File: src/spcs_pkg.sv
// Register map, reset values, field layouts and states of the serial port.
// Assumes a 32-bit AXI4-Lite register bus clocked by the system clock.
package spcs_pkg;
   localparam logic [7:0] FMT_OFS     = 8'h00;
   localparam logic [7:0] RATE_OFS    = 8'h04;
   localparam logic [7:0] CTRL_OFS    = 8'h08;
   localparam logic [7:0] TXB_OFS     = 8'h0c;
   localparam logic [7:0] STAT_OFS    = 8'h10;
   localparam logic [7:0] RXB_OFS     = 8'h14;
   localparam logic [7:0] FMT_RST     = 8'h00;
   localparam logic [7:0] RATE_RST    = 8'h00;
   localparam logic [7:0] TXB_RST     = 8'hff;
   localparam logic [7:0] CTRL_RST    = 8'h00;
   localparam logic [7:0] STAT_RST    = 8'h84;
   localparam logic [1:0] RESP_OKAY   = 2'b00;
   localparam logic [1:0] RESP_SLVERR = 2'b10;
   localparam logic [3:0] OS_MID      = 4'h7;
   localparam logic [3:0] OS_LAST     = 4'hf;
   localparam logic [3:0] BITS_SYNC   = 4'h8;
   localparam logic [1:0] CK_INT_IO   = 2'b00;
   localparam logic [1:0] CK_INT_OUT  = 2'b01;
   localparam logic [1:0] CK_EXT      = 2'b10;

   typedef struct packed {
      logic       sync_mode;
      logic       char7;
      logic       parity_en;
      logic       parity_odd;
      logic       stop2;
      logic       multi_cpu_mode;
      logic [1:0] prescale;
   } spcs_fmt_t;

   typedef struct packed {
      logic tx_empty_irq_enable;
      logic rx_irq_enable;
      logic tx_enable;
      logic rx_enable;
      logic multi_cpu_wait_enable;
      logic tx_done_irq_enable;
      logic clk_src_external;
      logic clk_out_select;
   } spcs_ctrl_t;

   typedef struct packed {
      logic tx_buffer_empty;
      logic rx_buffer_full;
      logic overrun_flag;
      logic framing_flag;
      logic parity_flag;
      logic tx_complete_flag;
      logic multi_cpu_bit_received;
      logic multi_cpu_bit_to_send;
   } spcs_stat_t;

   typedef enum logic [1:0] {
      TX_IDLE  = 2'b00,
      TX_SHIFT = 2'b01
   } spcs_tx_st_t;

   typedef enum logic [1:0] {
      RX_IDLE  = 2'b00,
      RX_START = 2'b01,
      RX_DATA  = 2'b10
   } spcs_rx_st_t;
endpackage

File: src/spcs_top.sv
// Serial port control and status with transmitter, receiver and clocking.
// Assumes an AXI4-Lite master on aclk; pins come from outside the domain.
// How it works
// Transmit disabled: idle line, empty flag set.
// Buffer write with enable starts sending.
// Software sets format before enabling.
// Receive off: pin freed, flags kept.
// Start bit or clock edge begins reception.
// Wait enable only in asynchronous multiprocessor.
// Waiting drops characters with bit zero.
// Bit one: flag set, waiting ends.
// Transmit end raised when nothing waits.
// Transmit end falls with flags or enable.
// Asynchronous clock select codes.
// Synchronous clock select codes.
// Clock output runs at bit rate.
// External asynchronous clock is sixteen times.
// Software keeps clock output off otherwise.
// Clock select written before mode.
// Status resets to 84 hex.
// Flags clear by zero after read.
// Complete and received bit read-only.
// Empty flag set on transfer or disable.
// Buffer write clears empty flag while transmit is enabled.
// Clean character sets receive full.
// Per flag record of a read one.
module spcs_top #(
   parameter int unsigned ADDR_W = 8
) (
   input  logic              aclk,
   input  logic              aresetn,
   input  logic              low_power,
   input  logic [ADDR_W-1:0] awaddr,
   input  logic              awvalid,
   output logic              awready,
   input  logic [31:0]       wdata,
   input  logic [3:0]        wstrb,
   input  logic              wvalid,
   output logic              wready,
   output logic [1:0]        bresp,
   output logic              bvalid,
   input  logic              bready,
   input  logic [ADDR_W-1:0] araddr,
   input  logic              arvalid,
   output logic              arready,
   output logic [31:0]       rdata,
   output logic [1:0]        rresp,
   output logic              rvalid,
   input  logic              rready,
   output logic              txd,
   input  logic              rxd,
   output logic              rxd_pin_serial,
   input  logic              sck_in,
   output logic              sck_out,
   output logic              sck_oe_n,
   output logic              tx_empty_irq,
   output logic              rx_full_irq,
   output logic              rx_fault_irq,
   output logic              tx_done_irq
);
   spcs_pkg::spcs_fmt_t   fmt_q;
   spcs_pkg::spcs_ctrl_t  ctrl_q;
   spcs_pkg::spcs_stat_t  stat_q;
   spcs_pkg::spcs_stat_t  stat_d;
   spcs_pkg::spcs_tx_st_t tx_st_q;
   spcs_pkg::spcs_rx_st_t rx_st_q;
   logic [7:0]  rate_q, txb_q, rxb_q, rdata_q, rd_val, div_q, rx_data;
   logic [4:0]  arm_q, wclr;
   logic [1:0]  pin_s1_q, pin_s2_q, pin_s3_q, pin_f_q, bresp_q, rresp_q;
   logic [1:0]  ck_sel;
   logic [5:0]  pre_q;
   logic [11:0] tx_sh_q;
   logic [9:0]  rx_bits_q, rx_full;
   logic [3:0]  ck_os_q, tx_left_q, tx_os_q, rx_idx_q, rx_os_q, rx_n, irq_q;
   logic        clr, sck_p_q, rxd_f, sck_f, txd_q, rxps_q, sck_out_q;
   logic        awready_q, wready_q, bvalid_q, arready_q, rvalid_q;
   logic        wlane, w_fmt, w_rate, w_ctrl, w_txb, w_stat, rd_stat, rd_rxb;
   logic        pre_tick, base_tick, sync, ext_rise, int_sck_q, run;
   logic        sck_rise, os_tick, tx_bit_ev, tx_last, tx_load, sck_oe_n_q;
   logic        rx_ok, rx_take, rx_done, rx_ex, rx_extra, rx_stop, rx_fill;
   logic        mp_act, rx_drop, rx_keep, set_oer, set_fer, set_per;

   function automatic logic hit(input logic [ADDR_W-1:0] a,
                                input logic [7:0]        o);
      return a == ADDR_W'(o);
   endfunction

   function automatic logic mapped(input logic [ADDR_W-1:0] a);
      return hit(a, spcs_pkg::FMT_OFS) || hit(a, spcs_pkg::RATE_OFS) ||
             hit(a, spcs_pkg::CTRL_OFS) || hit(a, spcs_pkg::TXB_OFS) ||
             hit(a, spcs_pkg::STAT_OFS) || hit(a, spcs_pkg::RXB_OFS);
   endfunction

   function automatic logic [5:0] pre_mask(input logic [1:0] s);
      case (s)
         2'b00:   return 6'h00;
         2'b01:   return 6'h03;
         2'b10:   return 6'h0f;
         default: return 6'h3f;
      endcase
   endfunction

   function automatic logic [3:0] data_bits(input spcs_pkg::spcs_fmt_t f);
      return (f.char7 && !f.sync_mode) ? 4'h7 : 4'h8;
   endfunction

   function automatic logic has_extra(input spcs_pkg::spcs_fmt_t f);
      return !f.sync_mode && (f.parity_en || f.multi_cpu_mode);
   endfunction

   // Bits after the start bit up to and including the first stop bit.
   function automatic logic [3:0] frame_bits(input spcs_pkg::spcs_fmt_t f);
      if (f.sync_mode) begin
         return spcs_pkg::BITS_SYNC;
      end
      return data_bits(f) + {3'h0, has_extra(f)} + 4'h1;
   endfunction

   function automatic logic parity(input spcs_pkg::spcs_fmt_t f,
                                   input logic [7:0]          d);
      return (^(f.char7 ? {1'b0, d[6:0]} : d)) ^ f.parity_odd;
   endfunction

   function automatic logic [11:0] tx_frame(input spcs_pkg::spcs_fmt_t f,
                                            input logic [7:0]          d,
                                            input logic                mb);
      logic [11:0] v;
      logic [3:0]  n;
      v = 12'hfff;
      n = data_bits(f);
      if (f.sync_mode) begin
         v = {4'hf, d};
      end else begin
         v[0] = 1'b0;
         for (int i = 0; i < 8; i++) begin
            if (4'(i) < n) v[i+1] = d[i];
         end
         if (f.multi_cpu_mode) v[n+4'h1] = mb;
         else if (f.parity_en) v[n+4'h1] = parity(f, d);
      end
      return v;
   endfunction

   // Standby and similar modes clear control and status like a reset.
   assign clr = !aresetn || low_power;

   always_ff @(posedge aclk) begin
      if (!aresetn) begin
         pin_s1_q <= 2'b11;
         pin_s2_q <= 2'b11;
         pin_s3_q <= 2'b11;
         pin_f_q  <= 2'b11;
         sck_p_q  <= 1'b1;
      end else begin
         pin_s1_q <= {sck_in, rxd};
         pin_s2_q <= pin_s1_q;
         pin_s3_q <= pin_s2_q;
         pin_f_q  <= (pin_s2_q & pin_s3_q) |
                     (pin_f_q & (pin_s2_q | pin_s3_q));
         sck_p_q  <= pin_f_q[1];
      end
   end
   assign rxd_f = pin_f_q[0];
   assign sck_f = pin_f_q[1];

   assign wlane   = awready_q && wstrb[0];
   assign w_fmt   = wlane && hit(awaddr, spcs_pkg::FMT_OFS);
   assign w_rate  = wlane && hit(awaddr, spcs_pkg::RATE_OFS);
   assign w_ctrl  = wlane && hit(awaddr, spcs_pkg::CTRL_OFS);
   assign w_txb   = wlane && hit(awaddr, spcs_pkg::TXB_OFS);
   assign w_stat  = wlane && hit(awaddr, spcs_pkg::STAT_OFS);
   assign rd_stat = arready_q && hit(araddr, spcs_pkg::STAT_OFS);
   assign rd_rxb  = arready_q && hit(araddr, spcs_pkg::RXB_OFS);

   always_comb begin
      rd_val = 8'h00;
      if (hit(araddr, spcs_pkg::FMT_OFS)) rd_val = fmt_q;
      if (hit(araddr, spcs_pkg::RATE_OFS)) rd_val = rate_q;
      if (hit(araddr, spcs_pkg::CTRL_OFS)) rd_val = ctrl_q;
      if (hit(araddr, spcs_pkg::TXB_OFS)) rd_val = txb_q;
      if (hit(araddr, spcs_pkg::STAT_OFS)) rd_val = stat_q;
      if (hit(araddr, spcs_pkg::RXB_OFS)) rd_val = rxb_q;
   end

   always_ff @(posedge aclk) begin
      if (!aresetn) begin
         awready_q <= 1'b0;
         wready_q  <= 1'b0;
         bvalid_q  <= 1'b0;
         bresp_q   <= spcs_pkg::RESP_OKAY;
         arready_q <= 1'b0;
         rvalid_q  <= 1'b0;
         rresp_q   <= spcs_pkg::RESP_OKAY;
         rdata_q   <= 8'h00;
      end else begin
         awready_q <= awvalid && wvalid && !awready_q && !bvalid_q;
         wready_q  <= awvalid && wvalid && !awready_q && !bvalid_q;
         if (awready_q) begin
            bvalid_q <= 1'b1;
            bresp_q  <= mapped(awaddr) ? spcs_pkg::RESP_OKAY
                                       : spcs_pkg::RESP_SLVERR;
         end else if (bready) begin
            bvalid_q <= 1'b0;
         end
         arready_q <= arvalid && !arready_q && !rvalid_q;
         if (arready_q) begin
            rvalid_q <= 1'b1;
            rdata_q  <= rd_val;
            rresp_q  <= mapped(araddr) ? spcs_pkg::RESP_OKAY
                                       : spcs_pkg::RESP_SLVERR;
         end else if (rready) begin
            rvalid_q <= 1'b0;
         end
      end
   end

   always_ff @(posedge aclk) begin
      if (!aresetn) begin
         fmt_q  <= spcs_pkg::FMT_RST;
         rate_q <= spcs_pkg::RATE_RST;
         txb_q  <= spcs_pkg::TXB_RST;
      end else begin
         if (w_fmt) fmt_q <= wdata[7:0];
         if (w_rate) rate_q <= wdata[7:0];
         if (w_txb) txb_q <= wdata[7:0];
      end
   end

   always_ff @(posedge aclk) begin
      if (clr) begin
         ctrl_q <= spcs_pkg::CTRL_RST;
      end else begin
         if (w_ctrl) ctrl_q <= wdata[7:0];
         // Waiting ends automatically.
         if (rx_keep && mp_act && rx_extra) begin
            ctrl_q.multi_cpu_wait_enable <= 1'b0;
         end
      end
   end

   assign pre_tick  = (pre_q & pre_mask(fmt_q.prescale)) ==
                      pre_mask(fmt_q.prescale);
   assign base_tick = pre_tick && div_q == rate_q;

   always_ff @(posedge aclk) begin
      if (!aresetn) begin
         pre_q <= 6'h00;
         div_q <= 8'h00;
      end else begin
         pre_q <= pre_q + 6'h01;
         if (pre_tick) div_q <= base_tick ? 8'h00 : div_q + 8'h01;
      end
   end

   assign sync     = fmt_q.sync_mode;
   assign ck_sel   = {ctrl_q.clk_src_external, ctrl_q.clk_out_select};
   assign ext_rise = ck_sel == spcs_pkg::CK_EXT && sck_f && !sck_p_q;
   assign run      = tx_st_q == spcs_pkg::TX_SHIFT ||
                     (ctrl_q.rx_enable && rx_ok);
   // Synchronous clock source.
   assign sck_rise = sync && (ext_rise || (ck_sel == spcs_pkg::CK_INT_IO &&
                     base_tick && run && !int_sck_q));
   // Asynchronous clock source.
   assign os_tick  = !sync && (ck_sel[1] ? ext_rise : base_tick);

   always_ff @(posedge aclk) begin
      if (clr) begin
         int_sck_q  <= 1'b1;
         ck_os_q    <= 4'h0;
         sck_out_q  <= 1'b1;
         sck_oe_n_q <= 1'b1;
      end else begin
         if (!run) int_sck_q <= 1'b1;
         else if (base_tick) int_sck_q <= !int_sck_q;
         if (os_tick) ck_os_q <= ck_os_q + 4'h1;
         // One period per sixteen ticks, or per two base ticks when sync.
         sck_out_q  <= sync ? int_sck_q : ck_os_q[3];
         sck_oe_n_q <= !(sync ? ck_sel == spcs_pkg::CK_INT_IO
                              : ck_sel == spcs_pkg::CK_INT_OUT);
      end
   end

   assign tx_bit_ev = sync ? sck_rise : (os_tick && tx_os_q == spcs_pkg::OS_LAST);
   assign tx_last   = tx_st_q == spcs_pkg::TX_SHIFT && tx_bit_ev &&
                      tx_left_q == 4'h1;
   // Load waiting data.
   assign tx_load   = ctrl_q.tx_enable && !stat_q.tx_buffer_empty && !w_txb &&
                      (tx_st_q == spcs_pkg::TX_IDLE || tx_last);

   always_ff @(posedge aclk) begin
      // No sending while disabled.
      if (clr || !ctrl_q.tx_enable) begin
         tx_st_q   <= spcs_pkg::TX_IDLE;
         tx_sh_q   <= 12'hfff;
         tx_left_q <= 4'h0;
         tx_os_q   <= 4'h0;
      end else if (tx_load) begin
         tx_st_q   <= spcs_pkg::TX_SHIFT;
         tx_sh_q   <= tx_frame(fmt_q, txb_q, stat_q.multi_cpu_bit_to_send);
         tx_left_q <= sync ? spcs_pkg::BITS_SYNC
                           : frame_bits(fmt_q) + 4'h1 + {3'h0, fmt_q.stop2};
         tx_os_q   <= 4'h0;
      end else if (tx_st_q == spcs_pkg::TX_SHIFT) begin
         if (os_tick) tx_os_q <= tx_os_q + 4'h1;
         if (tx_bit_ev) begin
            tx_sh_q   <= {1'b1, tx_sh_q[11:1]};
            tx_left_q <= tx_left_q - 4'h1;
            if (tx_last) tx_st_q <= spcs_pkg::TX_IDLE;
         end
      end
   end

   assign rx_ok   = ctrl_q.rx_enable && !stat_q.overrun_flag &&
                    !stat_q.framing_flag && !stat_q.parity_flag;
   // Clock edge or mid-bit sample.
   assign rx_take = sync ? (sck_rise && (rx_st_q == spcs_pkg::RX_DATA ||
                            (rx_st_q == spcs_pkg::RX_IDLE && rx_ok)))
                         : (rx_st_q == spcs_pkg::RX_DATA && os_tick &&
                            rx_os_q == spcs_pkg::OS_LAST);
   assign rx_done = rx_take && rx_idx_q == frame_bits(fmt_q) - 4'h1;

   always_comb begin
      rx_full = rx_bits_q;
      rx_full[rx_idx_q] = rxd_f;
   end

   assign rx_n     = data_bits(fmt_q);
   assign rx_ex    = has_extra(fmt_q);
   assign rx_data  = (rx_n == 4'h7) ? {1'b0, rx_full[6:0]} : rx_full[7:0];
   assign rx_extra = rx_full[rx_n];
   assign rx_stop  = rx_full[rx_n+{3'h0, rx_ex}];
   // Wait only in asynchronous multiprocessor.
   assign mp_act   = !sync && fmt_q.multi_cpu_mode;
   // Drop unaddressed characters.
   assign rx_drop  = mp_act && ctrl_q.multi_cpu_wait_enable && !rx_extra;
   assign rx_keep  = rx_done && !rx_drop;
   assign set_oer  = rx_keep && stat_q.rx_buffer_full;
   assign set_fer  = rx_keep && !sync && !rx_stop;
   assign set_per  = rx_keep && !sync && fmt_q.parity_en && !mp_act &&
                     ((^rx_data) ^ rx_extra) != fmt_q.parity_odd;
   assign rx_fill  = rx_keep && !set_oer && !set_fer && !set_per;

   always_ff @(posedge aclk) begin
      // Receive off stops reception.
      if (clr || !ctrl_q.rx_enable) begin
         rx_st_q   <= spcs_pkg::RX_IDLE;
         rx_bits_q <= 10'h3ff;
         rx_idx_q  <= 4'h0;
         rx_os_q   <= 4'h0;
      end else begin
         case (rx_st_q)
            spcs_pkg::RX_IDLE: begin
               rx_idx_q <= 4'h0;
               if (rx_take) begin
                  rx_bits_q <= rx_full;
                  rx_idx_q  <= 4'h1;
                  rx_st_q   <= spcs_pkg::RX_DATA;
               end else if (!sync && rx_ok && !rxd_f) begin
                  rx_os_q <= 4'h0;
                  rx_st_q <= spcs_pkg::RX_START;
               end
            end
            spcs_pkg::RX_START: begin
               if (os_tick) begin
                  rx_os_q <= rx_os_q + 4'h1;
                  if (rx_os_q == spcs_pkg::OS_MID) begin
                     rx_os_q <= 4'h0;
                     rx_st_q <= rxd_f ? spcs_pkg::RX_IDLE
                                      : spcs_pkg::RX_DATA;
                  end
               end
            end
            spcs_pkg::RX_DATA: begin
               if (os_tick) rx_os_q <= rx_os_q + 4'h1;
               if (rx_take) begin
                  rx_bits_q <= rx_full;
                  rx_idx_q  <= rx_idx_q + 4'h1;
                  if (rx_done) begin
                     rx_idx_q <= 4'h0;
                     rx_st_q  <= spcs_pkg::RX_IDLE;
                  end
               end
            end
            default: rx_st_q <= spcs_pkg::RX_IDLE;
         endcase
      end
   end

   always_ff @(posedge aclk) begin
      if (!aresetn) begin
         rxb_q <= 8'h00;
      end else if (rx_keep && !set_oer) begin
         rxb_q <= rx_data;
      end
   end

   // Zero write clears armed flags only.
   assign wclr = (w_stat ? ~wdata[7:3] : 5'h00) & arm_q;

   always_comb begin
      stat_d = stat_q;
      stat_d[7:3] = stat_q[7:3] & ~wclr;
      // Buffer write empties flag; disable below sets it again.
      if (w_txb) stat_d.tx_buffer_empty = 1'b0;
      if (rd_rxb) stat_d.rx_buffer_full = 1'b0;
      // Only the send bit writable.
      if (w_stat) stat_d.multi_cpu_bit_to_send = wdata[0];
      // Transfer or disable sets empty.
      if (tx_load || !ctrl_q.tx_enable) stat_d.tx_buffer_empty = 1'b1;
      // Complete falls with empty.
      if (stat_q.tx_buffer_empty && !stat_d.tx_buffer_empty) begin
         stat_d.tx_complete_flag = 1'b0;
      end
      // Last bit, nothing waiting.
      if (tx_last && !tx_load) stat_d.tx_complete_flag = 1'b1;
      // Clean character fills buffer.
      if (rx_fill) stat_d.rx_buffer_full = 1'b1;
      if (set_oer) stat_d.overrun_flag = 1'b1;
      if (set_fer) stat_d.framing_flag = 1'b1;
      if (set_per) stat_d.parity_flag = 1'b1;
      // Record received bit.
      if (rx_keep && mp_act) stat_d.multi_cpu_bit_received = rx_extra;
   end

   always_ff @(posedge aclk) begin
      // Reset and low power value.
      if (clr) begin
         stat_q <= spcs_pkg::STAT_RST;
         arm_q  <= 5'h00;
      end else begin
         stat_q <= stat_d;
         // Arm on a read of one.
         arm_q  <= (arm_q | (rd_stat ? stat_q[7:3] : 5'h00)) & stat_d[7:3];
      end
   end

   always_ff @(posedge aclk) begin
      if (clr) begin
         txd_q  <= 1'b1;
         rxps_q <= 1'b0;
         irq_q  <= 4'h0;
      end else begin
         txd_q  <= tx_st_q == spcs_pkg::TX_SHIFT ? tx_sh_q[0] : 1'b1;
         rxps_q <= ctrl_q.rx_enable;
         irq_q  <= {ctrl_q.tx_empty_irq_enable & stat_q.tx_buffer_empty,
                    ctrl_q.rx_irq_enable & stat_q.rx_buffer_full,
                    ctrl_q.rx_irq_enable & (stat_q.overrun_flag |
                       stat_q.framing_flag | stat_q.parity_flag),
                    ctrl_q.tx_done_irq_enable & stat_q.tx_complete_flag};
      end
   end

   assign awready        = awready_q;
   assign wready         = wready_q;
   assign bvalid         = bvalid_q;
   assign bresp          = bresp_q;
   assign arready        = arready_q;
   assign rvalid         = rvalid_q;
   assign rresp          = rresp_q;
   assign rdata          = {24'h000000, rdata_q};
   assign txd            = txd_q;
   assign rxd_pin_serial = rxps_q;
   assign sck_out        = sck_out_q;
   assign sck_oe_n       = sck_oe_n_q;
   assign tx_empty_irq   = irq_q[3];
   assign rx_full_irq    = irq_q[2];
   assign rx_fault_irq   = irq_q[1];
   assign tx_done_irq    = irq_q[0];
endmodule
File: config.mk
export PLATFORM = sky130hd
export DESIGN_NAME = spcs_top
export DESIGN_NICKNAME = d
export VERILOG_FILES = /design/src/spcs_pkg.sv /design/src/spcs_top.sv
export SDC_FILE = /design/constraint.sdc
export NUM_CORES = 1
export LEC_CHECK = 0
export ABC_AREA = 1
export BUFFER_PORTS_ARGS = -buffer_cell sky130_fd_sc_hd__clkbuf_2
export CORE_UTILIZATION = 50
export CTS_CLUSTER_DIAMETER = 100
export DETAILED_ROUTE_END_ITERATION = 12
export GPL_TIMING_DRIVEN = 0
export PLACE_DENSITY = 0.67
export SLEW_MARGIN = 20
export SYNTH_ARGS = -nofsm -noshare
export SYNTH_HDL_FRONTEND = slang
export SYNTH_SLANG_ARGS = --single-unit
File: constraint.sdc
create_clock -name aclk -period 5.5 [get_ports aclk]
set_clock_uncertainty 0.15 [all_clocks]
set_input_delay 1.1 -clock aclk [delete_from_list [all_inputs] [get_ports aclk]]
set_output_delay 1.1 -clock aclk [all_outputs]
set_load 0.1 [all_outputs]
-- Yosys cells after proc, flatten, opt, wreduce, memory -nomap -nowiden
Cells that the tools add are included.
Widths: inputs -> output; s select.
- bits in registers: 146
- latch bits: 0
- bits in writable memories: 0
- ROM bits: 0
- input port bits: 62
- output and inout port bits: 49
- memories kept: 0
- add/sub/neg operators: 13
- multiply operators: 0
- divide/modulo/power cells: 0
- $lt $le $gt $ge: 14
- eq/ne operators: 33
- shift operators: 0
- multiplexer cells: 114
- bitwise gates (word level): 21
- reductions and logical operators: 132
- operator list (kind ; number):
    $mux 12 ; 6
    $mux 8 ; 9
    $mux 4 ; 17
    $mux 1 ; 60
    $logic_and 1x1->1 ; 59
    $eq 8x4->1 const B ; 4
    $eq 8x5->1 const B ; 4
    $add 4x1->4 const B ; 7
    $logic_not 1->1 ; 26
    $bwmux 12 ; 2
    $lt 4x5->1 const B ; 4
    $logic_or 1x1->1 ; 19
    $mux 2 ; 9
    $pmux 6 s3 ; 1
    $eq 8x3->1 const B ; 2
    $logic_not 8->1 ; 2
    $lt 3x4->1 const A ; 4
    $reduce_xor 8->1 ; 2
    $and 5x5->5 ; 3
    $ne 2x2->1 const B ; 6
    $pmux 4 s3 ; 1
    $reduce_bool 2->1 ; 6
    $reduce_or 2->1 ; 6
    $bwmux 10 ; 1
    other kinds (37) ; 67

-- Longest topological paths before layout
Gate-level depths: netlist of the first run.
- depth in word-level cells: 24
- gate-level depth with buffers: 22
- mapped depth without buffers: 21

-- Least setup slack after synthesis of the first run
OpenSTA, ideal clock, no wires.
- path kind: flip-flop to flip-flop
- start point: reg fmt_q, in the netlist sync
- end point: reg rx_st_q[0]
- setup time: 0.113 ns
- data arrival time: 2.895 ns
- required time: 5.237 ns
- setup slack: 2.343 ns
- cell stages (with the launch flop): 21
- buffers on the path: 2
- clock period less this slack: 3.157 ns
- cells stage by stage: dfxtp_1 -> inv_1 -> buf_2 -> clkbuf_1 -> o21ai_0 -> inv_1 -> ha_1 -> nand2_1 -> ha_1 -> xnor2_1 -> xor2_1 -> inv_1 -> nand4_1 -> nor2_1 -> inv_1 -> a21oi_2 -> nor2_1 -> nor3_2 -> o21ai_0 -> nand2_1 -> nor2_1
- longest elaborated chain between the ends: 11
- elaborated cells on any way between the ends: 26
- RTL lines (item ; RTL line ; source):
    start, declared ; spcs_top.sv:61 ; spcs_pkg::spcs_fmt_t fmt_q;
    start signal, assigned ; spcs_top.sv:219 ; fmt_q <= spcs_pkg::FMT_RST;
    start signal, assigned ; spcs_top.sv:223 ; if (w_fmt) fmt_q <= wdata[7:0];
    $logic_not 1->1 ; -- ;
    $logic_and 1x1->1 ; spcs_top.sv:104 ; return (f.char7 && !f.sync_mode) ? 4'h7 : 4'h8;
    $mux 4 ; spcs_top.sv:104 ;
    $add 4x1->4 (2 in a row) ; spcs_top.sv:116 ; return data_bits(f) + {3'h0, has_extra(f)} + 4'h1;
    $mux 4 ; spcs_top.sv:116 ;
    $sub 4x1->4 ; spcs_top.sv:320 ; assign rx_done = rx_take && rx_idx_q == frame_bits(fmt_q) - 4'h1;
    $eq 4x4->1 ; spcs_top.sv:320 ;
    $logic_and 1x1->1 ; spcs_top.sv:320 ;
    $ne 2x2->1 (no source line) ; -- ;
    $reduce_and 5->1 (no source line) ; -- ;
    end signal, assigned ; spcs_top.sv:346 ; rx_st_q <= spcs_pkg::RX_IDLE;
    end signal, assigned ; spcs_top.sv:357 ; rx_st_q <= spcs_pkg::RX_DATA;
    end signal, assigned ; spcs_top.sv:360 ; rx_st_q <= spcs_pkg::RX_START;
    end, declared ; spcs_top.sv:66 ; spcs_pkg::spcs_rx_st_t rx_st_q;
Several ways; a longest one is shown, not always the timed one.
A chain may end at the register's enable or synchronous reset.

-- Final worst setup path of the first run
- start point: reg fmt_q, in the netlist sync
- end point: reg rx_idx_q[2]
- longest elaborated chain between the ends: 12
- elaborated cells on any way between the ends: 22
- RTL lines (item ; RTL line ; source):
    $logic_not 1->1 ; spcs_top.sv:104, spcs_top.sv:108, spcs_top.sv:264 ;
    $logic_and 1x1->1 ; spcs_top.sv:104 ;
    $mux 4 ; spcs_top.sv:104 ;
    $add 4x1->4 (2 in a row) ; spcs_top.sv:116 ;
    $mux 4 ; spcs_top.sv:116 ;
    $sub 4x1->4 ; spcs_top.sv:320 ;
    $eq 4x4->1 ; spcs_top.sv:320 ;
    $logic_and 1x1->1 ; spcs_top.sv:320 ;
    $mux 4 ; spcs_top.sv:378 ; if (rx_done) begin
    $mux 4 ; spcs_top.sv:375 ; if (rx_take) begin
    $pmux 4 s2 ; spcs_top.sv:351 ; case (rx_st_q)
    end signal, assigned ; spcs_top.sv:377 ; rx_idx_q <= rx_idx_q + 4'h1;
    end, declared ; spcs_top.sv:74 ; logic [3:0] ck_os_q, tx_left_q, tx_os_q, rx_idx_q, rx_os_q, rx_n, irq_q;
Several ways; a longest one is shown, not always the timed one. The select of a mux whose other input is x is not followed.

==> metrics.md, run 1 <==
| Metric | Value |
|---|---|
| Worst Setup SP | sync |
| Post-synthesis cell count | 1045 |
| RSZ-0062 raised after global routing | false |
| Mapped cell area | 7460 um^2 |
| Starting Density | 0.514 |
| VDD IR max | 0.217 mV |
| Worst Path Arrival | 4.24 ns |
| Reg2reg start | sync |
| Post-route ant nets | 0 |
| TNS Setup | 0 ns |
| Final Hold Vio Count | 0 |
| Synthesized area per cell | 7.14 um^2 |
| Area of the multi-input gates | 3810 um^2 |
| Root Driver | clkbuf_16 |
| NetSw | 0.611 mW |
| Headroom to the max-slew limit | 0.543 |
| Hold Path Depth | 1 |
| Post-synthesis register bit count | 142 |
| Largest net degree at the start of global routing | 17 |
| # diodes | 0 |
| Number of global-route vias before repair | 5930 |
| Worst-Skew Late Latency | 0.43 ns |
| Flop pwr share | 0.429 |
| Core area | 14500 um^2 |
| Pwr Density | 279 nW/um^2 |
| Htree depth | 4 |
| DRC viols | 0 |
| First-pass GRT wire length | 30400 um |
| Crit-path max FO | 10 |
| Via-per-instance ratio | 5.15 |
| Unique cell type count in the Yosys netlist | 54 |
| Ys flop type | dfxtp_1 |
| Final HPWL DP | 14700 um |
| Die width | 124 um |
| Initial DRC Count | 526 |
| Critical path startpoint category | flip-flop |
| Fillers | 1399 |
| Post-CTS Setup Bufs | 0 |
| Hold slack | 0.268 ns |
| Worst setup EP type | flip-flop |
| Routed vias | 6923 |
| Routed wire length | 19500 um |
| Sequential Area | 2840 um^2 |
| Clock Power Share | 0.496 |
| Hold buffers post-CTS | 0 |
| Worst EP required | 5.65 ns |
| Num ports | 111 |
| Final count of pins violating max slew | 0 |
| Syn-to-layout area delta | 16.4% |
| Status | complete, no violations |
| Ratio of cells with drive above 1 in the final layout | 0.154 |
| Placed Cells | 1311 |
| GR Util All Layers | 0.262 |
| Total Power | 2.42 mW |
| Grt ovf | 0 |
| Final Cycle Share | 0.742 |
| Sw Share | 0.252 |
| Hold Path Class | flip-flop to flip-flop |
| Maxcap violations | 0 |
| Count of input and output buffers | 57 |
| Initial antenna violation count | 0 |
| Logic gate share of total power | 0.074 |
| Worst Min Path Start | pin_s1_q[0] |
| Final std cells w/o fill | 1343 |
| WL per Instance | 14.5 um |
| Sink Count | 142 |
| GPL Wtd Cong | 0.965 |
| Post-synthesis sequential area ratio | 0.381 |
| Post_cts resized | 0 |
| Worst-margin pin slew | 0.685 ns |
| Internal power | 1.81 mW |
| Leakage | 3.93 nW |
| Drt pass-1 iters | 5 |
| Post-synth EDFFs | 0 |
| Yosys warning total | 0 |
| Clock buffer depth | 2 |
| Site row count | 44 |
| Commonest non-fill, non-tap cell in the layout | nand2_1 |
| R2R cell count | 18 |
| Minimum clock period | 4.08 ns |
| Cts bufs inserted | 17 |
| Clk slew on worst S/H paths | 0.06 ns |
| FMAX | 245 MHz |
| Die height | 124 um |
| Final core utilization | 0.598 |
| Most frequent cells in the layout | 212 x nand2_1, 142 x dfxtp_1, 141 x inv_1 |
| Async SR Flop Fraction | 0 |
| Die ar. | 15400 um^2 |
| Final net count | 1229 |
| CTS tree | done |
| Critical path type | flip-flop to flip-flop |
| Setup violators final | 0 |
final timing paths:
path                 end  slack (ns)
min          pin_s2_q[0]        0.27
max reg2reg  rx_idx_q[2]        1.42
max          rx_idx_q[2]        1.42
min reg2reg  pin_s2_q[0]        0.27
logic make-up after synthesis:
family                   synth area share
XOR/XNOR                           0.0246
other                            0.000502
adder cells (fa/ha/maj)            0.0352
AO/OA/AOI/OAI                       0.177
flip-flops                          0.381
buffers and inverters               0.121
AND/OR/NAND/NOR                     0.261
critical path, stage by stage, from the launching register on:
cell,delay [ns]
dfxtp_1,0.31
inv_1,0.14
buf_2,0.32
clkbuf_1,0.45
o21ai_0,0.38
inv_1,0.13
ha_1,0.24
nand2_1,0.17
ha_1,0.25
xnor2_1,0.13
xor2_1,0.16
inv_1,0.06
nand4_1,0.07
nor2_1,0.21
inv_1,0.08
a21oi_2,0.15
nor2_1,0.09
o21ai_0,0.34
nor3_1,0.11
through the flow:
step	setup WS, ns	area (um^2)
detailed placement	1.47	8070
CTS	1.47	8690
global route	1.07	8690
floorplan	2.34	7560
finish	1.42	8690
global placement	1.55	8070
registers in the layout, indices dropped and copies added, names as in the netlist, 5 cells and up:
name,flops
arm_q,5
ctrl_q,6
div_q,8
fmt_q,7
pre_q,6
rate_q,8
rdata_q,8
rx_bits_q,10
rxb_q,8
stat_q,8
tx_sh_q,10
txb_q,8
power groups by stage:
| stage | Clock, mW | Combinational (mW) | Sequential [mW] |
|---|---|---|---|
| 6_report | 1.20 | 0.180 | 1.04 |
| 5_1_grt | 1.26 | 0.190 | 1.04 |
| 4_1_cts | 1.21 | 0.178 | 1.04 |
| 3_5_place_dp | 0 | 0.178 | 1.06 |
| 3_3_place_gp | 0 | 0.178 | 1.06 |
| 2_1_floorplan | 0 | 0.125 | 1.08 |
cells in the mapped netlist, types with 2 or more instances:
library cell,n,area share
a211oi_1,6,0.0060
o21bai_1,3,0.0030
clkbuf_1,15,0.0075
nor2_2,4,0.0034
nor3b_1,2,0.0020
buf_4,28,0.028
buf_6,3,0.0045
xnor2_1,5,0.0059
o21ai_1,13,0.0087
nand4_4,2,0.0057
nor2_4,3,0.0045
a22oi_1,9,0.0091
or2_2,7,0.0059
nor3_2,4,0.0054
xor2_1,16,0.019
inv_1,141,0.071
nor2_1,90,0.045
o21ai_2,6,0.0070
o22ai_1,10,0.0084
buf_2,8,0.0054
nand3b_1,2,0.0020
ha_1,21,0.035
nand3_1,56,0.038
nor3_1,18,0.012
a31oi_1,6,0.0050
nand3_4,2,0.0047
inv_2,8,0.0040
nand2_2,6,0.0050
a21oi_1,75,0.050
nand2_4,4,0.0060
nand4_1,9,0.0075
nand2_1,212,0.11
dfxtp_1,142,0.38
o211ai_1,15,0.015
o21ai_0,75,0.050
layout make-up:
cell class	count	area share
Sequential cell	142	0.327
Buffer	54	0.0392
Timing Repair Buffer	57	0.0328
Inverter	150	0.0648
Clock inverter	12	0.0186
Tap cell	184	0.0265
Clock buffer	20	0.0525
Multi-Input combinational cell	724	0.439
per-layer routing:
| layer | vias up | GRT usage | wire (um) | part of all wire |
|---|---|---|---|---|
| met2 | 211 | 0.396 | 8600 | 0.44 |
| met3 | 44 | 0.0545 | 1150 | 0.059 |
| met1 | 3114 | 0.365 | 9260 | 0.47 |
| met4 | 0 | 0.0945 | 501 | 0.026 |
| li1 | 3554 | - | - | - |
| met5 | - | 0 | 0 | 0 |
Note: power is estimated with default switching activity, not from simulation.
==> run 2: changes to the inputs <==
PLACE_DENSITY = 0.7   (was 0.67)
clock period = 3.6 ns   (was 5.5 ns; I/O delays follow)
==> run 2 against run 1 <==
Combinational power grew 52%. Clock power increased by 56%. Wire length is 0.86% higher. Total power is 54% higher. Maximum frequency increased by 20%. Sequential power increased by 53%. Setup slack got worse by 1.2 ns. Critical path depth increased by 3. Final area is 0.55% higher. Global-route usage up 0.58 points. Clock-buffer cell count shrank 2. Critical endpoint is now rx_st_q[1]. Largest cell class unchanged. Highest routed layer unchanged.
==> metrics.md, run 2 (same netlist as run 1, synthesis figures left out) <==
| Metric | Value |
|---|---|
| Status | complete, no violations |
| WHS Endpoint | pin_s2_q[1] |
| Number of global-route vias before repair | 6173 (+4.1%) |
| Count of input and output buffers | 57 (unchanged) |
| Worst EP required | 3.77 ns (-1.88 ns) |
| Routed wire length | 19700 um (+0.86%) |
| GR Util All Layers | 0.268 (+0.00579) |
| Die ar. | 15400 um^2 (unchanged) |
| Post-route ant nets | 0 (unchanged) |
| Most used cell, CP | inv_1 |
| WL per Instance | 14.7 um (+0.86%) |
| Clock buffer depth | 2 (unchanged) |
| Initial DRC Count | 561 (+6.7%) |
| DRC viols | 0 (unchanged) |
| # diodes | 0 (unchanged) |
| Worst Setup SP | sync |
| Hold Path Depth | 1 (unchanged) |
| Starting Density | 0.514 (unchanged) |
| Num ports | 111 (unchanged) |
| Most frequent cells in the layout | 211 x nand2_1, 142 x dfxtp_1, 141 x inv_1 |
| GR Util met2 | 0.406 (+0.00932) |
| Fillers | 1387 (-0.86%) |
| Ratio of cells with drive above 1 in the final layout | 0.160 (+0.00518) |
| RSZ-0062 raised after global routing | false |
| Final Cycle Share | 0.945 (+0.202) |
| Die width | 124 um (unchanged) |
| Largest net degree at the start of global routing | 17 (unchanged) |
| Hold buffers post-CTS | 0 (unchanged) |
| Setup violators final | 0 (unchanged) |
| Worst-Skew Late Latency | 0.43 ns (about the same) |
| Sink Count | 142 (unchanged) |
| Root Driver | clkbuf_16 |
| Pwr Density | 427 nW/um^2 (+53%) |
| VDD IR max | 0.372 mV (+71%) |
| Maxcap violations | 0 (unchanged) |
| Worst Min Path Start | pin_s1_q[1] |
| M1 GR Usage | 0.365 (about the same) |
| Final net count | 1230 (+0.081%) |
| Site row count | 44 (unchanged) |
| GRT busiest layer | met2 |
| Crit-path max FO | 10 (unchanged) |
| Critical Path Max Stage Delay | 0.32 ns (-0.13 ns) |
| Worst-margin pin slew | 0.654 ns (-0.0313 ns) |
| Regs by FF count | rx_bits_q x10, tx_sh_q x10 |
| Via-per-instance ratio | 5.16 (+0.12%) |
| R2R setup slack | 0.20 ns (-1.22 ns) |
| Hold Path Class | flip-flop to flip-flop |
| Final Hold Vio Count | 0 (unchanged) |
| Initial antenna violation count | 0 (unchanged) |
| Die height | 124 um (unchanged) |
| Syn-to-layout area delta | 17.1% |
| Worst Path Arrival | 3.57 ns (-0.67 ns) |
| Worst setup EP type | flip-flop |
| Headroom to the max-slew limit | 0.561 (+0.0175) |
| Drt pass-1 iters | 5 (unchanged) |
| FMAX | 294 MHz (+20%) |
| GPL Wtd Cong | 0.940 (-2.6%) |
| Cts bufs inserted | 17 (unchanged) |
| Critical path type | flip-flop to flip-flop |
| Worst R2R End | rx_st_q[1] |
| Commonest non-fill, non-tap cell in the layout | nand2_1 |
| TNS Setup | 0 ns (unchanged) |
| First-pass GRT wire length | 31200 um (+2.7%) |
| Routed vias | 6931 (+0.12%) |
| Final std cells w/o fill | 1343 (unchanged) |
| Leakage | 3.94 nW (+0.16%) |
| Grt ovf | 0 (unchanged) |
| Hold slack | 0.262 ns (-0.00664 ns) |
| Final HPWL DP | 14800 um (+1.2%) |
| GR Layer Usage met3 | 0.0595 (+0.00504) |
| Slowest cell on crit path | dfxtp_1 |
| Reg2reg start | sync |
| Cell Chain, Critical Path | inv_1, buf_4, clkbuf_4, o21ai_2, inv_1, ha_4, nand2_2, ha_1, xnor2_1, xor2_1, inv_1, nand4_1, nor2_2, inv_1, a21oi_2, nor2_1, nor3_2, buf_4, nand2_1, nand2_1, nor2_1 |
| Placed Cells | 1311 (unchanged) |
| Minimum clock period | 3.40 ns (-0.683 ns) |
| Core area | 14500 um^2 (unchanged) |
| R2R cell count | 21 (+3) |
| Clk slew on worst S/H paths | 0.06 ns (about the same) |
| CTS tree | done |
| Critical path startpoint category | flip-flop |
| Htree depth | 4 (unchanged) |
| Final count of pins violating max slew | 0 (unchanged) |
[run 2: metrics by stage]
step                       util  area (um^2)  power, mW  setup WS (ns)
final                     0.601         8740       3.73          0.199
after global routing      0.601         8740       3.84         0.0310
after CTS                 0.599         8710       3.75         0.0267
after detailed placement  0.556         8070       1.89         -0.335
after global placement    0.556         8070       1.89         -0.284
after floorplan               -         7560       1.84          0.443
[run 2: metal layers]
| metal | part of all wire | vias to the layer above |
|---|---|---|
| li1 | - | 3560 |
| met1 | 0.47 | 3134 |
| met5 | 0 | - |
| met4 | 0.030 | 0 |
| met2 | 0.44 | 192 |
| met3 | 0.052 | 45 |
[run 2: final cells by class]
class,count,area (um^2),share of cell area
Sequential cell,142,2840,0.325
Multi-Input combinational cell,724,3830,0.439
Timing Repair Buffer,58,293,0.0335
Clock inverter,13,191,0.0219
Buffer,54,347,0.0397
Clock buffer,18,439,0.0503
Tap cell,184,230,0.0263
Inverter,150,563,0.0644
[run 2: repair_timing]
item | 4_1_cts | 5_1_grt
setup endpoints to repair | 23 | 17
gates resized for setup | 3 | 8
pin swaps | 0 | 2
buffers inserted | 0 | 1
cloned | 0 | 0
[run 2: worst max path at each step]
| stage | to | slack (ns) | depth (start not counted) |
|---|---|---|---|
| final | rx_st_q[1] | 0.20 | 21 |
| after global routing | rx_st_q[1] | 0.03 | 21 |
| after CTS | rx_st_q[0] | 0.03 | 20 |
| after detailed placement | rx_st_q[0] | -0.33 | 20 |
| after global placement | rx_st_q[0] | -0.28 | 20 |
| after floorplan | rx_st_q[0] | 0.44 | 20 |
[run 2: worst max-delay path, delay by kind of cell (launching register included)]
kind | cells | cell delay, ns
AO/OA/AOI/OAI | 2 | 0.26
adder cells (fa/ha/maj) | 2 | 0.54
flip-flops | 1 | 0.32
AND/OR/NAND/NOR | 8 | 0.80
buffers and inverters | 7 | 0.91
XOR/XNOR | 2 | 0.29
[run 2: report_power, final]
group	total [mW]	internal, mW	switching, mW
Combinational	0.273	0.0529	0.220
Sequential	1.59	1.58	0.00654
Clock	1.87	1.18	0.692
==> run 3: changes to the inputs <==
PLACE_DENSITY = 0.76   (was 0.7)
==> run 3 against run 2 <==
Global-route usage fell by 0.14 points. Total power decreased by 5.1%. Clock power decreased by 10%. Die area is the same. Critical path type unchanged.
==> metrics.md, run 3 (same netlist as run 1, synthesis figures left out) <==
| Metric | Value |
|---|---|
| Worst setup EP type | flip-flop |
| Worst-Skew Late Latency | 0.43 ns (about the same) |
| Final count of pins violating max slew | 0 (unchanged) |
| Most frequent cells in the layout | 212 x nand2_1, 142 x dfxtp_1, 141 x inv_1 |
| Commonest non-fill, non-tap cell in the layout | nand2_1 |
| Final net count | 1231 (+0.081%) |
| Clock buffer depth | 2 (unchanged) |
| Headroom to the max-slew limit | 0.539 (-0.0223) |
| Worst-margin pin slew | 0.692 ns (+0.0385 ns) |
| Placed Cells | 1311 (unchanged) |
| Grt ovf | 0 (unchanged) |
| Most used cell, CP | inv_1 |
| GR Util met2 | 0.411 (+0.00483) |
| Site row count | 44 (unchanged) |
| Final worst slack | 0.211 ns (+0.0121 ns) |
| Ratio of cells with drive above 1 in the final layout | 0.159 (-0.000275) |
| Htree depth | 4 (unchanged) |
| Maxcap violations | 0 (unchanged) |
| GPL Wtd Cong | 0.960 (+2.2%) |
| Routed wire length | 19600 um (-0.63%) |
| # diodes | 0 (unchanged) |
| Final Cycle Share | 0.941 (-0.00336) |
| Sink Count | 142 (unchanged) |
| M1 GR Usage | 0.363 (-0.00225) |
| Critical path startpoint category | flip-flop |
| Final HPWL DP | 14400 um (-3.0%) |
| Initial antenna violation count | 0 (unchanged) |
| WHS Endpoint | pin_s2_q[0] |
| Final Hold Vio Count | 0 (unchanged) |
| R2R setup slack | 0.21 ns (about the same) |
| Worst Setup SP | sync |
| Regs by FF count | rx_bits_q x10, tx_sh_q x10 |
| Status | complete, no violations |
| Worst Path Arrival | 3.57 ns (about the same) |
| Cts bufs inserted | 17 (unchanged) |
| Final std cells w/o fill | 1345 (+0.15%) |
| WL per Instance | 14.5 um (-0.77%) |
| Routed vias | 7099 (+2.4%) |
| Delay-heaviest family, CP | simple AND/OR/NAND/NOR gates |
| Pwr Density | 408 nW/um^2 (-4.4%) |
| Num ports | 111 (unchanged) |
| Number of global-route vias before repair | 6333 (+2.6%) |
| Hold Path Depth | 1 (unchanged) |
| Clk slew on worst S/H paths | 0.06 ns (about the same) |
| Initial DRC Count | 730 (+30%) |
| Die ar. | 15400 um^2 (unchanged) |
| Setup violators final | 0 (unchanged) |
| CTS tree | done |
| GRT busiest layer | met2 |
| Critical Path Max Stage Delay | 0.33 ns (about the same) |
| FMAX | 295 MHz (+0.36%) |
| Reg2reg start | sync |
| Post-route ant nets | 0 (unchanged) |
| First-pass GRT wire length | 31300 um (+0.31%) |
| Die width | 124 um (unchanged) |
| Total Power | 3.54 mW (-5.1%) |
| Final core utilization | 0.597 (-0.00456) |
| Buf/Inv on CP | 6 (-1) |
| R2R cell count | 20 (-4.8%) |
| Place WS | -0.289 ns (+0.0459 ns) |
| Via-per-instance ratio | 5.28 (+2.3%) |
| Drt pass-1 iters | 6 (+1) |
| Worst R2R End | rx_st_q[0] |
| DRC viols | 0 (unchanged) |
| Worst Min Path Start | pin_s1_q[0] |
| Crit-path max FO | 10 (unchanged) |
| Fillers | 1356 (-2.2%) |
| Final Cell Area | 8670 um^2 (-0.76%) |
| Starting Density | 0.514 (unchanged) |
| Worst EP required | 3.78 ns (about the same) |
| Root Driver | clkbuf_16 |
| Hold buffers post-CTS | 0 (unchanged) |
| Critical path type | flip-flop to flip-flop |
| Largest net degree at the start of global routing | 17 (unchanged) |
| Hold Path Class | flip-flop to flip-flop |
| VDD IR max | 0.337 mV (-9.2%) |
| Minimum clock period | 3.39 ns (-0.0121 ns) |
| Leakage | 3.92 nW (-0.58%) |
| Slowest cell on crit path | dfxtp_1 |
| Count of input and output buffers | 57 (unchanged) |
| Die height | 124 um (unchanged) |
| Area after DPL | 8070 um^2 (unchanged) |
| Core area | 14500 um^2 (unchanged) |
| GR Util All Layers | 0.266 (-0.00139) |
| Syn-to-layout area delta | 16.2% |
| GR Layer Usage met3 | 0.0559 (-0.00366) |
| Cell Chain, Critical Path | inv_1, buf_4, clkbuf_4, o21ai_2, inv_1, ha_4, nand2_1, ha_1, xnor2_1, xor2_1, inv_1, nand4_1, nor2_2, inv_1, a21oi_2, nor2_1, nor3_2, o21ai_0, nand2_1, nor2_1 |
[run 3: how the worst max path moves through the flow]
stage                  to  slack, ns  cells past startpoint
2_1_floorplan  rx_st_q[0]       0.44                     20
3_3_place_gp   rx_st_q[0]      -0.24                     20
3_5_place_dp   rx_st_q[0]      -0.29                     20
4_1_cts        rx_st_q[0]       0.06                     20
5_1_grt        rx_st_q[0]      -0.02                     20
6_report       rx_st_q[0]       0.21                     20
[run 3: metrics by stage]
step           hold WS (ns)  TNS [ns]
6_report              0.264         0
5_1_grt               0.277   -0.0176
4_1_cts               0.267         0
3_5_place_dp          0.252     -2.70
3_3_place_gp          0.244     -1.68
2_1_floorplan         0.243         0
[run 3: report_power, final]
part           switching [mW]  internal, mW  total, mW
combinational           0.220        0.0529      0.273
sequential            0.00670          1.58       1.59
clock                   0.709         0.969       1.68
total                   0.935          2.60       3.54
[run 3: metal layers]
layer	part of all wire	up-vias
li1	-	3572
met1	0.46	3209
met2	0.44	273
met3	0.070	45
met4	0.027	0
met5	0	-
[run 3: timing repair]
action,CTS,global route
buffers inserted,0,2
pin swaps,0,2
resized for setup,4,5
endpoints found under the setup margin,23,8
[run 3: layout make-up]
class / instances / area, um^2 / share of cell area
Buffer: 54 / 347 / 0.0400
Clock inverter: 13 / 116 / 0.0134
Timing Repair Buffer: 59 / 300 / 0.0346
Clock buffer: 19 / 443 / 0.0511
Sequential cell: 142 / 2840 / 0.328
Multi-Input combinational cell: 724 / 3830 / 0.442
Inverter: 150 / 563 / 0.0649
Tap cell: 184 / 230 / 0.0265
